## src/shared/lip_pkg.sv

```systemverilog
// Shared constants and types of the latched I/O port group.
// Assumes a processor bus with 16-bit byte addresses and 8-bit data.
package lip_pkg;

  // Port widths.
  localparam int unsigned P1_W   = 6;
  localparam int unsigned P2_W   = 3;
  localparam int unsigned P3_W   = 8;
  localparam int unsigned P4_W   = 8;
  localparam int unsigned P6_W   = 8;
  localparam int unsigned PIN_W  = 33;
  localparam int unsigned DATA_W = 8;
  localparam int unsigned ADDR_W = 16;

  // Output latch and first port direction addresses in the special function register space.
  localparam logic [15:0] ADDR_P1_LATCH = 16'h0001;
  localparam logic [15:0] ADDR_P2_LATCH = 16'h0002;
  localparam logic [15:0] ADDR_P3_LATCH = 16'h0003;
  localparam logic [15:0] ADDR_P4_LATCH = 16'h0004;
  localparam logic [15:0] ADDR_P6_LATCH = 16'h0006;
  localparam logic [15:0] ADDR_P1_DIR   = 16'h000B;

  // Control registers in the data buffer register space.
  localparam logic [15:0] ADDR_P3_ODE   = 16'h1F83;
  localparam logic [15:0] ADDR_P4_ODE   = 16'h1F84;
  localparam logic [15:0] ADDR_P3_DIR   = 16'h1F89;
  localparam logic [15:0] ADDR_P4_DIR   = 16'h1F8A;
  localparam logic [15:0] ADDR_P6_DIR   = 16'h1F8C;

  // Reset values.
  localparam logic [7:0] RST_LATCH    = 8'h00;
  localparam logic [2:0] RST_P2_LATCH = 3'h7;
  localparam logic [7:0] RST_DIR      = 8'h00;
  localparam logic [7:0] RST_ODE      = 8'h00;
  localparam logic [7:0] RD_NONE      = 8'h00;

  // Fixed per-pin modes of ports without the matching control register.
  localparam logic [2:0] P2_DIR_FIXED = 3'h7;
  localparam logic [2:0] P2_ODE_FIXED = 3'h7;
  localparam logic [5:0] P1_ODE_FIXED = 6'h00;
  localparam logic [7:0] P6_ODE_FIXED = 8'h00;

  // One bit per pin of every port, first port in the low bits.
  typedef struct packed {
    logic [7:0] p6;
    logic [7:0] p4;
    logic [7:0] p3;
    logic [2:0] p2;
    logic [5:0] p1;
  } lip_pins_t;

  // Processor access to the port group.
  typedef struct packed {
    logic [15:0] addr;
    logic [7:0]  wdata;
    logic        wr;
    logic        rd;
    logic        rmw;
    logic        s1;
    logic        s2;
  } lip_bus_t;

endpackage

```

## src/verilog/lip_port_group.sv

```systemverilog
// Five bidirectional ports with output latches, four with direction control.
// Assumes the processor sequencer marks internal states S1 and S2 with
// one-cycle strobes on clk_sys, and that pins are resolved outside.
//
// Overview of operation
// - Each output pin is driven from its own latch, held until rewritten.
// - Input paths keep no copy; a read returns the live pin level.
// - Pin levels are sampled in state S1 of the read cycle.
// - Written data enters the output latch in state S2 of the write cycle.
// - Read-modify-write instruction reads return the output latch contents.
// - All other reads of a port latch address return the pin level.
// - Five ports of six, three, eight, eight and eight bits, 33 pins.
// - The first port is six bits, direction chosen per pin.
// - Reset clears the first port direction register, all pins inputs.
// - Reset clears the first port output latch.
// - A direction bit of zero selects input, one selects output.
`timescale 1ns/1ns
module lip_port_group (
  input  wire logic                 clk_sys,
  input  wire logic                 rst,
  input  wire lip_pkg::lip_bus_t    bus,
  output logic [7:0]                bus_rdata,
  input  wire lip_pkg::lip_pins_t   pin_in,
  output lip_pkg::lip_pins_t        pin_out,
  output lip_pkg::lip_pins_t        pin_oe
);

  // Output latches.
  logic [5:0] p1_latch_r;
  logic [2:0] p2_latch_r;
  logic [7:0] p3_latch_r;
  logic [7:0] p4_latch_r;
  logic [7:0] p6_latch_r;

  // Direction and open-drain control.
  logic [5:0] p1_dir_r;
  logic [7:0] p3_dir_r;
  logic [7:0] p4_dir_r;
  logic [7:0] p6_dir_r;
  logic [7:0] p3_ode_r;
  logic [7:0] p4_ode_r;

  // Synchronised pin levels.
  lip_pkg::lip_pins_t pin_sync;
  logic [32:0]        pin_raw;

  assign pin_raw = pin_in;

  lip_sync #(
    .W (lip_pkg::PIN_W)
  ) u_sync (
    .clk_sys (clk_sys),
    .rst     (rst),
    .d       (pin_raw),
    .q       (pin_sync)
  );

  // Address decode, one hit wire per register. The read side keeps its own
  // case so that an address of another block falls to zero there.
  wire hit_p1 = (bus.addr == lip_pkg::ADDR_P1_LATCH);
  wire hit_p2 = (bus.addr == lip_pkg::ADDR_P2_LATCH);
  wire hit_p3 = (bus.addr == lip_pkg::ADDR_P3_LATCH);
  wire hit_p4 = (bus.addr == lip_pkg::ADDR_P4_LATCH);
  wire hit_p6 = (bus.addr == lip_pkg::ADDR_P6_LATCH);
  wire hit_d1 = (bus.addr == lip_pkg::ADDR_P1_DIR);
  wire hit_d3 = (bus.addr == lip_pkg::ADDR_P3_DIR);
  wire hit_d4 = (bus.addr == lip_pkg::ADDR_P4_DIR);
  wire hit_d6 = (bus.addr == lip_pkg::ADDR_P6_DIR);
  wire hit_o3 = (bus.addr == lip_pkg::ADDR_P3_ODE);
  wire hit_o4 = (bus.addr == lip_pkg::ADDR_P4_ODE);

  // Write strobes fire only in S2 of the write cycle. Gating on S2 keeps a
  // register from loading while the address and data of the cycle settle.
  wire wr_s2 = bus.wr & bus.s2;
  wire we_p1 = wr_s2 & hit_p1;
  wire we_p2 = wr_s2 & hit_p2;
  wire we_p3 = wr_s2 & hit_p3;
  wire we_p4 = wr_s2 & hit_p4;
  wire we_p6 = wr_s2 & hit_p6;
  wire we_d1 = wr_s2 & hit_d1;
  wire we_d3 = wr_s2 & hit_d3;
  wire we_d4 = wr_s2 & hit_d4;
  wire we_d6 = wr_s2 & hit_d6;
  wire we_o3 = wr_s2 & hit_o3;
  wire we_o4 = wr_s2 & hit_o4;

  // Next latch values; a latch changes only on its own write.
  wire [5:0] p1_latch_nxt = we_p1 ? bus.wdata[5:0] : p1_latch_r;
  wire [2:0] p2_latch_nxt = we_p2 ? bus.wdata[2:0] : p2_latch_r;
  wire [7:0] p3_latch_nxt = we_p3 ? bus.wdata      : p3_latch_r;
  wire [7:0] p4_latch_nxt = we_p4 ? bus.wdata      : p4_latch_r;
  wire [7:0] p6_latch_nxt = we_p6 ? bus.wdata      : p6_latch_r;

  // Next control values.
  wire [5:0] p1_dir_nxt = we_d1 ? bus.wdata[5:0] : p1_dir_r;
  wire [7:0] p3_dir_nxt = we_d3 ? bus.wdata      : p3_dir_r;
  wire [7:0] p4_dir_nxt = we_d4 ? bus.wdata      : p4_dir_r;
  wire [7:0] p6_dir_nxt = we_d6 ? bus.wdata      : p6_dir_r;
  wire [7:0] p3_ode_nxt = we_o3 ? bus.wdata      : p3_ode_r;
  wire [7:0] p4_ode_nxt = we_o4 ? bus.wdata      : p4_ode_r;

  // First port latch; it clears so no pin shows a stale level after reset.
  always_ff @(posedge clk_sys or posedge rst) begin
    if (rst) begin
      p1_latch_r <= lip_pkg::RST_LATCH[5:0];
    end else begin
      p1_latch_r <= p1_latch_nxt;
    end
  end

  // Second port latch; it sets to ones so that its open-drain pins float
  // high and the port can serve as input without a write first.
  always_ff @(posedge clk_sys or posedge rst) begin
    if (rst) begin
      p2_latch_r <= lip_pkg::RST_P2_LATCH;
    end else begin
      p2_latch_r <= p2_latch_nxt;
    end
  end

  // Third port latch.
  always_ff @(posedge clk_sys or posedge rst) begin
    if (rst) begin
      p3_latch_r <= lip_pkg::RST_LATCH;
    end else begin
      p3_latch_r <= p3_latch_nxt;
    end
  end

  // Fourth port latch.
  always_ff @(posedge clk_sys or posedge rst) begin
    if (rst) begin
      p4_latch_r <= lip_pkg::RST_LATCH;
    end else begin
      p4_latch_r <= p4_latch_nxt;
    end
  end

  // Sixth port latch; software must clear the direction bit before using a pin as an
  // input, since the latch alone does not release a push-pull pin.
  always_ff @(posedge clk_sys or posedge rst) begin
    if (rst) begin
      p6_latch_r <= lip_pkg::RST_LATCH;
    end else begin
      p6_latch_r <= p6_latch_nxt;
    end
  end

  // First port direction; zero from reset so every pin starts as an input
  // and no driver fights whatever the board puts on the pin.
  always_ff @(posedge clk_sys or posedge rst) begin
    if (rst) begin
      p1_dir_r <= lip_pkg::RST_DIR[5:0];
    end else begin
      p1_dir_r <= p1_dir_nxt;
    end
  end

  // Third port direction.
  always_ff @(posedge clk_sys or posedge rst) begin
    if (rst) begin
      p3_dir_r <= lip_pkg::RST_DIR;
    end else begin
      p3_dir_r <= p3_dir_nxt;
    end
  end

  // Fourth port direction.
  always_ff @(posedge clk_sys or posedge rst) begin
    if (rst) begin
      p4_dir_r <= lip_pkg::RST_DIR;
    end else begin
      p4_dir_r <= p4_dir_nxt;
    end
  end

  // Sixth port direction.
  always_ff @(posedge clk_sys or posedge rst) begin
    if (rst) begin
      p6_dir_r <= lip_pkg::RST_DIR;
    end else begin
      p6_dir_r <= p6_dir_nxt;
    end
  end

  // Third port open-drain select; push-pull from reset. In open drain a latch
  // one releases the pin, so several devices may share one wired line.
  always_ff @(posedge clk_sys or posedge rst) begin
    if (rst) begin
      p3_ode_r <= lip_pkg::RST_ODE;
    end else begin
      p3_ode_r <= p3_ode_nxt;
    end
  end

  // Fourth port open-drain select; push-pull from reset.
  always_ff @(posedge clk_sys or posedge rst) begin
    if (rst) begin
      p4_ode_r <= lip_pkg::RST_ODE;
    end else begin
      p4_ode_r <= p4_ode_nxt;
    end
  end

  // Read source per port: latch for read-modify-write, live pin otherwise.
  // The pin value is the synchroniser output, so no extra copy is kept.
  wire [5:0] p1_rd = bus.rmw ? p1_latch_r : pin_sync.p1;
  wire [2:0] p2_rd = bus.rmw ? p2_latch_r : pin_sync.p2;
  wire [7:0] p3_rd = bus.rmw ? p3_latch_r : pin_sync.p3;
  wire [7:0] p4_rd = bus.rmw ? p4_latch_r : pin_sync.p4;
  wire [7:0] p6_rd = bus.rmw ? p6_latch_r : pin_sync.p6;

  // Read data selection; unused upper bits and unmapped addresses give zero.
  logic [7:0] rd_sel;
  always_comb begin
    rd_sel = lip_pkg::RD_NONE;
    case (bus.addr)
      lip_pkg::ADDR_P1_LATCH: rd_sel = {2'h0, p1_rd};
      lip_pkg::ADDR_P2_LATCH: rd_sel = {5'h00, p2_rd};
      lip_pkg::ADDR_P3_LATCH: rd_sel = p3_rd;
      lip_pkg::ADDR_P4_LATCH: rd_sel = p4_rd;
      lip_pkg::ADDR_P6_LATCH: rd_sel = p6_rd;
      lip_pkg::ADDR_P1_DIR:   rd_sel = {2'h0, p1_dir_r};
      lip_pkg::ADDR_P3_DIR:   rd_sel = p3_dir_r;
      lip_pkg::ADDR_P4_DIR:   rd_sel = p4_dir_r;
      lip_pkg::ADDR_P6_DIR:   rd_sel = p6_dir_r;
      lip_pkg::ADDR_P3_ODE:   rd_sel = p3_ode_r;
      lip_pkg::ADDR_P4_ODE:   rd_sel = p4_ode_r;
      default:                rd_sel = lip_pkg::RD_NONE;
    endcase
  end

  // Pins are captured only in S1 of a read; the value then stands until the
  // next read so the processor may pick it up later in the cycle.
  wire       rd_s1         = bus.rd & bus.s1;
  wire [7:0] bus_rdata_nxt = rd_s1 ? rd_sel : bus_rdata;

  always_ff @(posedge clk_sys or posedge rst) begin
    if (rst) begin
      bus_rdata <= lip_pkg::RD_NONE;
    end else begin
      bus_rdata <= bus_rdata_nxt;
    end
  end

  // Flat per-pin views of latch, direction and open-drain selection.
  // Port 2 has no direction register and behaves as open drain, so a latch
  // of one releases the pin; the first and sixth ports are push-pull only.
  lip_pkg::lip_pins_t latch_all;
  lip_pkg::lip_pins_t dir_all;
  lip_pkg::lip_pins_t ode_all;
  logic [32:0]        latch_flat;
  logic [32:0]        dir_flat;
  logic [32:0]        ode_flat;
  logic [32:0]        out_nxt;
  logic [32:0]        oe_nxt;

  assign latch_all  = '{p6: p6_latch_nxt, p4: p4_latch_nxt, p3: p3_latch_nxt,
                        p2: p2_latch_nxt, p1: p1_latch_nxt};
  assign dir_all    = '{p6: p6_dir_nxt, p4: p4_dir_nxt, p3: p3_dir_nxt,
                        p2: lip_pkg::P2_DIR_FIXED, p1: p1_dir_nxt};
  assign ode_all    = '{p6: lip_pkg::P6_ODE_FIXED, p4: p4_ode_nxt, p3: p3_ode_nxt,
                        p2: lip_pkg::P2_ODE_FIXED, p1: lip_pkg::P1_ODE_FIXED};
  assign latch_flat = latch_all;
  assign dir_flat   = dir_all;
  assign ode_flat   = ode_all;

  // Per-pin driver: enabled only in output mode, and in open-drain mode only
  // while pulling low. Pins are registered from the next values so a latch
  // write reaches the pin on the same edge that loads the latch.
  genvar gi;
  generate
    for (gi = 0; gi < lip_pkg::PIN_W; gi++) begin : g_pin
      assign out_nxt[gi] = latch_flat[gi];
      assign oe_nxt[gi]  = dir_flat[gi] & ~(ode_flat[gi] & latch_flat[gi]);
    end
  endgenerate

  // Pin levels; taken from the next latch values, so a write shows on the pin
  // at the edge that loads the latch, with no extra cycle of lag.
  always_ff @(posedge clk_sys or posedge rst) begin
    if (rst) begin
      pin_out <= '0;
    end else begin
      pin_out <= out_nxt;
    end
  end

  // Pin driver enables; all off from reset, so no pin drives before software
  // has chosen output mode for it.
  always_ff @(posedge clk_sys or posedge rst) begin
    if (rst) begin
      pin_oe <= '0;
    end else begin
      pin_oe <= oe_nxt;
    end
  end

endmodule

```

## src/verilog/lip_sync.sv

```systemverilog
// Two-stage synchroniser for the raw pin levels.
// Assumes asynchronous pins; only the second stage may be read.
`timescale 1ns/1ns
module lip_sync #(
  parameter int unsigned W = 33
) (
  input  wire logic         clk_sys,
  input  wire logic         rst,
  input  wire logic [W-1:0] d,
  output logic      [W-1:0] q
);

  logic [W-1:0] meta_r;

  // The first stage feeds only the second, keeping metastability contained.
  always_ff @(posedge clk_sys or posedge rst) begin
    if (rst) begin
      meta_r <= '0;
      q      <= '0;
    end else begin
      meta_r <= d;
      q      <= meta_r;
    end
  end

endmodule

```

## config.mk

```make
export PLATFORM = sky130hd
export DESIGN_NAME = lip_port_group
export DESIGN_NICKNAME = d
export VERILOG_FILES = /design/src/shared/lip_pkg.sv /design/src/verilog/lip_port_group.sv /design/src/verilog/lip_sync.sv
export SDC_FILE = /design/constraint.sdc
export NUM_CORES = 1
export LEC_CHECK = 0
export BUFFER_PORTS_ARGS = -buffer_cell sky130_fd_sc_hd__clkbuf_2
export CAP_MARGIN = 5
export CORE_ASPECT_RATIO = 1.5
export CORE_MARGIN = 3
export CORE_UTILIZATION = 29
export DETAILED_ROUTE_END_ITERATION = 12
export PLACE_DENSITY_LB_ADDON = 0.2
export SETUP_SLACK_MARGIN = 0.05
export SLEW_MARGIN = 10
export SYNTH_ARGS = -nofsm -noshare
export SYNTH_HDL_FRONTEND = slang
export SYNTH_HIERARCHICAL = 1
export SYNTH_SLANG_ARGS = --single-unit
```

## constraint.sdc

```tcl
create_clock -name clk_sys -period 5.6 [get_ports clk_sys]
set_input_delay 1.4 -clock clk_sys [delete_from_list [all_inputs] [get_ports clk_sys]]
set_output_delay 1.4 -clock clk_sys [all_outputs]
set_load 0.005 [all_outputs]
```

==> flow_summary.yaml, run 1 <==
cts:
  clockRootBuffer: "clkbuf_16"
  cts_hold_buf: 0
  htreeDepth: 4
  cts_buffer_depth: 2
  insertion_delay_ps: 430
  cts_resized: 0
  cts_tree: "done"
  cts_buffers: 17
  post_cts_buffers: 0
  clock-sinks: 175
  clk_pin_slew_worst_paths_ps: 60
floorplan:
  start_util_pct: 29.6
  core_mm2: 0.0245
  rows: 70
  dieHeight_um: 200
  die-area_mm2: 0.0270
  die_width_um: 135
  pin_count: 138
route:
  wl_met3_um: 1060
  drtPass1Iterations: 5
  wl_um: 21400
  route.met2.wl_um: 11300
  route.detailed.drc: 0
  antenna_left: 0
  drt_first_iter_violations: 323
  drt-met1-wl_um: 8620
  vias_per_cell: 4.89
  top_layer: "met4"
  vias: 4833
  post_drt_wl_per_cell_um: 21.7
yosys:
  synth_nets: 585
  synthDistinctLibCells: 61
  synthCells: 521
  synth-seq-cells: 175
  synth-edff-count: 0
  avgSynthCellArea_um2: 13.9
  syn_area_mm2: 0.00726
  yosysSeqAreaShare_pct: 60.3
  yosys_most_used_dff: "dfrtp_1"
  ys_warn_count: 6
  async_flop_share_pct: 100
grt:
  grt_pass1_vias: 5178
  grt_overflow: 0
  grt_usage_pct: 16.3
  grt_max_degree: 70
  grt_pass1_wl_um: 32700
  grt_antenna_before_repair: 1
worst_setup_path:
  critPathRequiredTime_ps: 5910
  critPathKind: "input port to flop"
  cp.arrival_ps: 3690
  path_cells: "clkbuf_2, or4_4, nor4_4, nand3_2, nor2b_1, mux2_2"
  start_kind: "input port"
  cp.buffers_inverters: 1
  slowest_stage: "nor2b_1"
  cp_slowest_stage_delay_ps: 590
  worstPathMaxFanout: 6
  cp_top_family: "simple AND/OR/NAND/NOR gates"
  worst_setup_path_end_kind: "flop"
final_layout:
  drive_above_1_share_pct: 43.1
  final_common_cell: "dfrtp_1"
  fillCellCount: 2482
  nets: 715
  area_delta_synth_final_pct: 21.4
  most-common-layout-cells: "172 x dfrtp_1, 137 x clkbuf_2, 82 x mux2_2, 34 x mux2i_1, 25 x nand2_1"
  finalCoreUtilization_pct: 35.9
worst_hold_path:
  hp-class: "flop to flop"
timing:
  clock_skew_ps: 10.9
  worst_slew_pin_slew_ps: 1140
  final.setup.tns_ps: 0
  rsz0062_at_grt: "no"
  slew_viol_final: 0
  max_freq_ghz: 0.297
  fin_crit_sh_pct: 60.2
  final-hold-violation-count: 0
  period_needed_ps: 3370
  max_slew_margin_pct: 24.3
  setup_viol: 0
job:
  maxCapViolations: 0
pwr:
  p_per_area_mw_per_mm2: 290
  power.total_mw: 2.56
  power.static_leakage_nw: 4.31
  ir_worst_vdd_mv: 0.201
outcome:
  status: "finished clean"
placement:
  place_congestion: 0.847
  dp_hpwl_um: 15900
  port_buffers: 137
## where the power goes
part | internal, mW | switching (mW) | leakage (nW)
sequential | 1.29 | 0.00681 | 2.27
clock | 0.608 | 0.540 | 0.270
combinational | 0.0381 | 0.0809 | 1.78
total | 1.93 | 0.627 | 4.31
## through the flow
| step | hold slack, ps | instance area, um^2 | worst slack (ps) | cells |
|---|---|---|---|---|
| 3_3_place_gp | 335 | 8240 | 1790 | 956 |
| 4_1_cts | 350 | 8810 | 2220 | 988 |
| 3_5_place_dp | 335 | 8240 | 1770 | 956 |
| 2_1_floorplan | 331 | 7260 | 1330 | 521 |
| 5_1_grt | 359 | 8820 | 2150 | 989 |
| 6_report | 348 | 8820 | 2230 | 989 |
## layer usage
metal  GRT usage (%)  vias to the layer above
li1                -                     2199
met2            28.6                      147
met3            3.59                       24
met5               0                        -
met1            19.8                     2463
met4            5.72                        0
## registers in the layout (all words and copies together), names as in the netlist
name / flops
p4_ode_r: 8
p3_dir_r: 8
p4_dir_r: 8
pin_oe: 33
p3_ode_r: 8
p2_latch_r: 3
u_sync/meta_r: 33
u_sync/q: 33
pin_out: 33
bus_rdata: 8
## area by class of cell
| class | instances | area, um^2 | area share (%) |
|---|---|---|---|
| flip-flops and latches | 175 | 4380 | 49.7 |
| multi-input cells | 309 | 2700 | 30.6 |
| repair buffers | 144 | 738 | 8.37 |
| clock buffers | 19 | 453 | 5.14 |
| well taps | 324 | 405 | 4.60 |
| clock inverters | 13 | 121 | 1.38 |
| inverters | 4 | 17.5 | 0.199 |
| diodes | 1 | 2.50 | 0.0284 |
## cells in the mapped netlist, drive strengths merged (3+ instances only)
cell    count  share of area, %
a21boi     10               1.1
a22oi      14               1.4
a32oi       6              0.72
buf        16               1.5
clkbuf     17              0.90
dfrtp     172                59
dfstp       3               1.1
inv         4              0.21
mux2       82                13
mux2i      34               4.7
nand2      25               1.3
nand3       3              0.41
nand4       5              0.60
nor2       10              0.76
nor2b      12               1.0
nor3        8               1.2
nor4        3              0.64
nor4bb      5              0.69
o211ai      3              0.31
o21a        8              0.83
o21ai      11              0.76
o21bai      8              0.83
o22a       11               1.3
o22ai      16               1.4
or4b        5              0.74
## cell families after synthesis
logic type             after synthesis  synth area share [%]
flip-flops                         175                  60.3
multiplexers                       116                  17.4
AO/OA/AOI/OAI                      104                  10.8
AND/OR/NAND/NOR                     87                  8.66
buffers and inverters               37                  2.57
XOR/XNOR                             2                 0.241
## path summary, 6_finish.rpt
check	start	endpoint	slack, ps	depth (start not counted)
setup reg to reg	pin_out[9]	bus_rdata[0]	3880	5
setup / recovery	bus[18]	pin_oe[3]	2230	6
min in group asynchronous	rst	pin_out[31]	1160	2
hold reg to reg	u_sync/meta_r[23]	u_sync/q[23]	350	0
max in group asynchronous	rst	pin_oe[9]	3360	3
hold / removal	u_sync/meta_r[23]	u_sync/q[23]	350	0
## worst register-to-register path: cells and delay by family (launching register included)
| family | cells | cell delay (ps) |
|---|---|---|
| AOI/OAI and AO/OA | 3 | 400 |
| muxes | 1 | 180 |
| and+or+nand+nor | 1 | 550 |
| DFF | 1 | 460 |
(Power assumes the default switching activity.)
==> run 2: changes to the inputs <==
clock period = 2.95 ns   (was 5.6 ns; I/O delays follow)
==> flow_summary.yaml, run 2 (synthesis results as in run 1) <==
timing:
  whs_ps: 309
  rsz0062_at_grt: "no"
  max_slew_margin_pct: 53.2
  max_freq_ghz: 0.409
  setup_ws_ps: 503
  worst_slew_pin_slew_ps: 692
  period_needed_ps: 2450
  final.setup.tns_ps: 0
  slew_viol_final: 0
  final-hold-violation-count: 0
  fin_crit_sh_pct: 83.0
  setup_viol: 0
  clock_skew_ps: 8.01
floorplan:
  die_width_um: 135
  die-area_mm2: 0.0270
  pin_count: 138
  rows: 70
  start_util_pct: 29.6
  core_mm2: 0.0245
  dieHeight_um: 200
pwr:
  power.static_leakage_nw: 4.47
  power.total_mw: 5.13
  ir_worst_vdd_mv: 0.375
  p_per_area_mw_per_mm2: 563
placement:
  dpl-instance-area_mm2: 0.00847
  dp_hpwl_um: 16100
  dp_cells: 976
  pre_cts_ws_ps: 37.4
  port_buffers: 137
  place_congestion: 0.873
final_layout:
  finalCoreUtilization_pct: 37.1
  area_delta_synth_final_pct: 25.3
  most-common-layout-cells: "172 x dfrtp_1, 137 x clkbuf_2, 82 x mux2_2, 34 x mux2i_1, 25 x nand2_1"
  nets: 735
  multi_input_area_mm2: 0.00270
  fillCellCount: 2454
  fin_area_mm2: 0.00910
  drive_above_1_share_pct: 44.6
  final_common_cell: "dfrtp_1"
  area.sequential_mm2: 0.00438
  final_cells: 1009
outcome:
  status: "finished clean"
cts:
  post_cts_buffers: 0
  clock-sinks: 175
  insertion_delay_ps: 440
  clk_pin_slew_worst_paths_ps: 70
  clockRootBuffer: "clkbuf_16"
  cts_hold_buf: 0
  cts_tree: "done"
  cts_buffers: 17
  htreeDepth: 4
  cts_resized: 0
  cts_buffer_depth: 2
route:
  drtPass1Iterations: 6
  post_drt_wl_per_cell_um: 21.2
  drt_first_iter_violations: 400
  vias_per_cell: 4.87
  wl_um: 21400
  vias: 4917
  route.detailed.drc: 0
  antenna_left: 0
worst_setup_path:
  reg2reg_setup_slack_ps: 1190
  path_cells: "clkbuf_2, or4_4, nor4_4, nand3_2, mux2_2, a21boi_0"
  cp.arrival_ps: 2760
  start_kind: "input port"
  critPathCapture: "pin_oe[13]"
  worstPathMaxFanout: 8
  r2r_start: "pin_out[10]"
  cp_top_family: "simple AND/OR/NAND/NOR gates"
  critPathRequiredTime_ps: 3270
  worst_setup_path_end_kind: "flop"
  slowest_stage: "or4_4"
  critPathKind: "input port to flop"
  r2r-end: "bus_rdata[1]"
  cp_slowest_stage_delay_ps: 570
  startpoint: "bus[18]"
  r2r_cells: 5
  cp.buffers_inverters: 1
  cp.depth: 6
worst_hold_path:
  hp-class: "input port to async pin"
grt:
  grt_usage_pct: 16.3
  grt_antenna_before_repair: 1
  grt_max_degree: 67
  grt_pass1_wl_um: 32800
  grt_overflow: 0
  grt_pass1_vias: 5399
job:
  maxCapViolations: 0
run 2: report_power, final:
group / leakage, nW / internal [mW] / total, mW / switching [mW]
Sequential: 2.27 / 2.44 / 2.46 / 0.0128
Clock: 0.312 / 1.44 / 2.43 / 0.993
Combinational: 1.90 / 0.0820 / 0.239 / 0.157
Total: 4.47 / 3.96 / 5.13 / 1.16
run 2: worst min-delay path by stage:
stage                           start           end  cells past startpoint
detailed placement   u_sync/meta_r[0]   u_sync/q[0]                      0
floorplan            u_sync/meta_r[0]   u_sync/q[0]                      0
global route                      rst   pin_out[24]                      2
finish                            rst   pin_out[24]                      2
global placement    u_sync/meta_r[14]  u_sync/q[14]                      0
CTS                               rst   pin_out[24]                      2
run 2: layer usage:
metal,GRT usage [%],share of wire (%)
met5,0,0
met4,6.50,2.6
met3,3.39,4.3
met2,29.1,53
met1,19.1,40
run 2: cell type report:
class | count | area share [%]
flip-flops and latches | 175 | 48.2
multi-input cells | 309 | 29.6
repair buffers | 164 | 10.6
clock buffers | 18 | 4.72
well taps | 324 | 4.45
clock inverters | 14 | 2.23
inverters | 4 | 0.206
diodes | 1 | 0.0275
run 2: worst reg2reg max path: stages, from the launching register on:
cell	delay [ps]
dfrtp_1	490
mux2i_1	180
o22ai_1	90
or4b_1	540
a22oi_1	210
o21ai_0	110
==> run 3: changes to the inputs <==
clock period = 2.5 ns   (was 2.95 ns; I/O delays follow)
==> flow_summary.yaml, run 3 (synthesis results as in run 1) <==
timing:
  worst_slew_pin_slew_ps: 534
  final-hold-violation-count: 0
  rsz0062_at_grt: "no"
  fin_crit_sh_pct: 87.4
  period_needed_ps: 2180
  setup_viol: 0
  slew_viol_final: 0
  max_freq_ghz: 0.458
  max_slew_margin_pct: 64.4
  clock_skew_ps: 8.62
job:
  maxCapViolations: 0
grt:
  grt_max_degree: 45
  grt_usage_pct: 16.5
  grt_antenna_before_repair: 1
  grt_pass1_vias: 5470
  grt_pass1_wl_um: 33300
  grt_overflow: 0
worst_setup_path:
  critPathKind: "input port to flop"
  worstPathMaxFanout: 8
  start_kind: "input port"
  worst_setup_path_end_kind: "flop"
  cp.arrival_ps: 2500
  critPathRequiredTime_ps: 2820
route:
  vias: 5094
  drtPass1Iterations: 5
  route.detailed.drc: 0
  vias_per_cell: 4.92
  antenna_left: 0
  wl_um: 21800
  post_drt_wl_per_cell_um: 21.1
  drt_first_iter_violations: 286
pwr:
  p_sw_share_pct: 23.8
  power.total_mw: 5.79
  ir_worst_vdd_mv: 0.422
  power.static_leakage_nw: 4.57
  clkPwrFrac_pct: 44.8
  p_per_area_mw_per_mm2: 624
  internal_power_mw: 4.42
  pwr-share-seq_pct: 50.1
  p_switching_mw: 1.38
  pwr-share-comb_pct: 5.2
final_layout:
  most-common-layout-cells: "172 x dfrtp_1, 137 x clkbuf_2, 82 x mux2_2, 44 x buf_4, 34 x mux2i_1"
  area_delta_synth_final_pct: 27.9
  drive_above_1_share_pct: 46.7
  fin_area_mm2: 0.00929
  final_common_cell: "dfrtp_1"
  fillCellCount: 2434
  nets: 762
cts:
  cts_tree: "done"
  cts_hold_buf: 0
  insertion_delay_ps: 430
  cts_buffers: 17
  post_cts_buffers: 0
  htreeDepth: 4
  clock-sinks: 175
  clockRootBuffer: "clkbuf_16"
  clk_pin_slew_worst_paths_ps: 70
  cts_resized: 0
  cts_buffer_depth: 2
floorplan:
  die-area_mm2: 0.0270
  start_util_pct: 29.6
  rows: 70
  core_mm2: 0.0245
  die_width_um: 135
  pin_count: 138
  dieHeight_um: 200
worst_hold_path:
  hp-class: "input port to async pin"
placement:
  place_congestion: 0.846
  dp_hpwl_um: 16500
  dpl-instance-area_mm2: 0.00872
  port_buffers: 137
outcome:
  status: "finished clean"
[run 3: cell types whose count changed in the layout (fill, tap and decap cells not counted), sizes merged]
cell	previous run	this run
buf	27	54
bufinv	4	1
clkbuf	155	156
clkinv	4	3
clkinvlp	1	5
inv	9	8
[run 3: path summary, 6_finish.rpt]
check	startpoint	end	slack [ps]	depth (start not counted)
max	bus[18]	pin_oe[11]	320	7
min	rst	pin_out[28]	180	2
max reg2reg	pin_out[10]	bus_rdata[1]	790	5
min reg2reg	u_sync/meta_r[24]	u_sync/q[24]	350	0
max in group asynchronous	rst	u_sync/meta_r[7]	1630	3
min in group clk_sys	pin_in[3]	u_sync/meta_r[3]	290	1
[run 3: power by group through the flow]
stage,clock [mW],sequential [mW],combinational (mW)
after global routing,2.77,2.90,0.332
after CTS,2.67,2.90,0.307
after floorplan,0,2.95,0.154
after detailed placement,0,2.96,0.306
after global placement,0,2.95,0.301
final,2.59,2.90,0.299
[run 3: area by class of cell]
cell class                 count  area [um^2]  area share [%]
clock inverter                13          128            1.37
timing repair buffer         191         1220            13.1
sequential                   175         4380            47.2
tap                          324          405            4.36
clock buffer                  19          443            4.77
inverter                       4         18.8           0.202
multi-input combinational    309         2700            29.0
antenna                        1         2.50          0.0269
[run 3: per-layer routing]
metal	routed length (um)	global-route usage (%)	up-vias	part of all wire, %
li1	-	-	2288	-
met1	8560	19.5	2599	39
met2	11500	28.8	171	53
met3	1030	3.56	36	4.7
met4	716	7.51	0	3.3
met5	0	0	-	0
[run 3: worst max-delay path: stages]
cell and delay, ps:
clkbuf_2 100, or4_4 580, nor4_4 270, buf_4 170, nand3_2 230, mux2_2 370
a21boi_2 150
[run 3: metrics by stage]
stage | instances | util, % | setup TNS [ps] | hold slack [ps] | setup slack [ps]
3_3_place_gp | 1003 | 35.6 | -1360 | 333 | -95.8
2_1_floorplan | 521 | - | 0 | 331 | 127
6_report | 1036 | 37.9 | 0 | 179 | 316
5_1_grt | 1036 | 37.9 | 0 | 204 | 260
4_1_cts | 1035 | 37.9 | 0 | 176 | 333
3_5_place_dp | 1003 | 35.6 | -3170 | 335 | -139
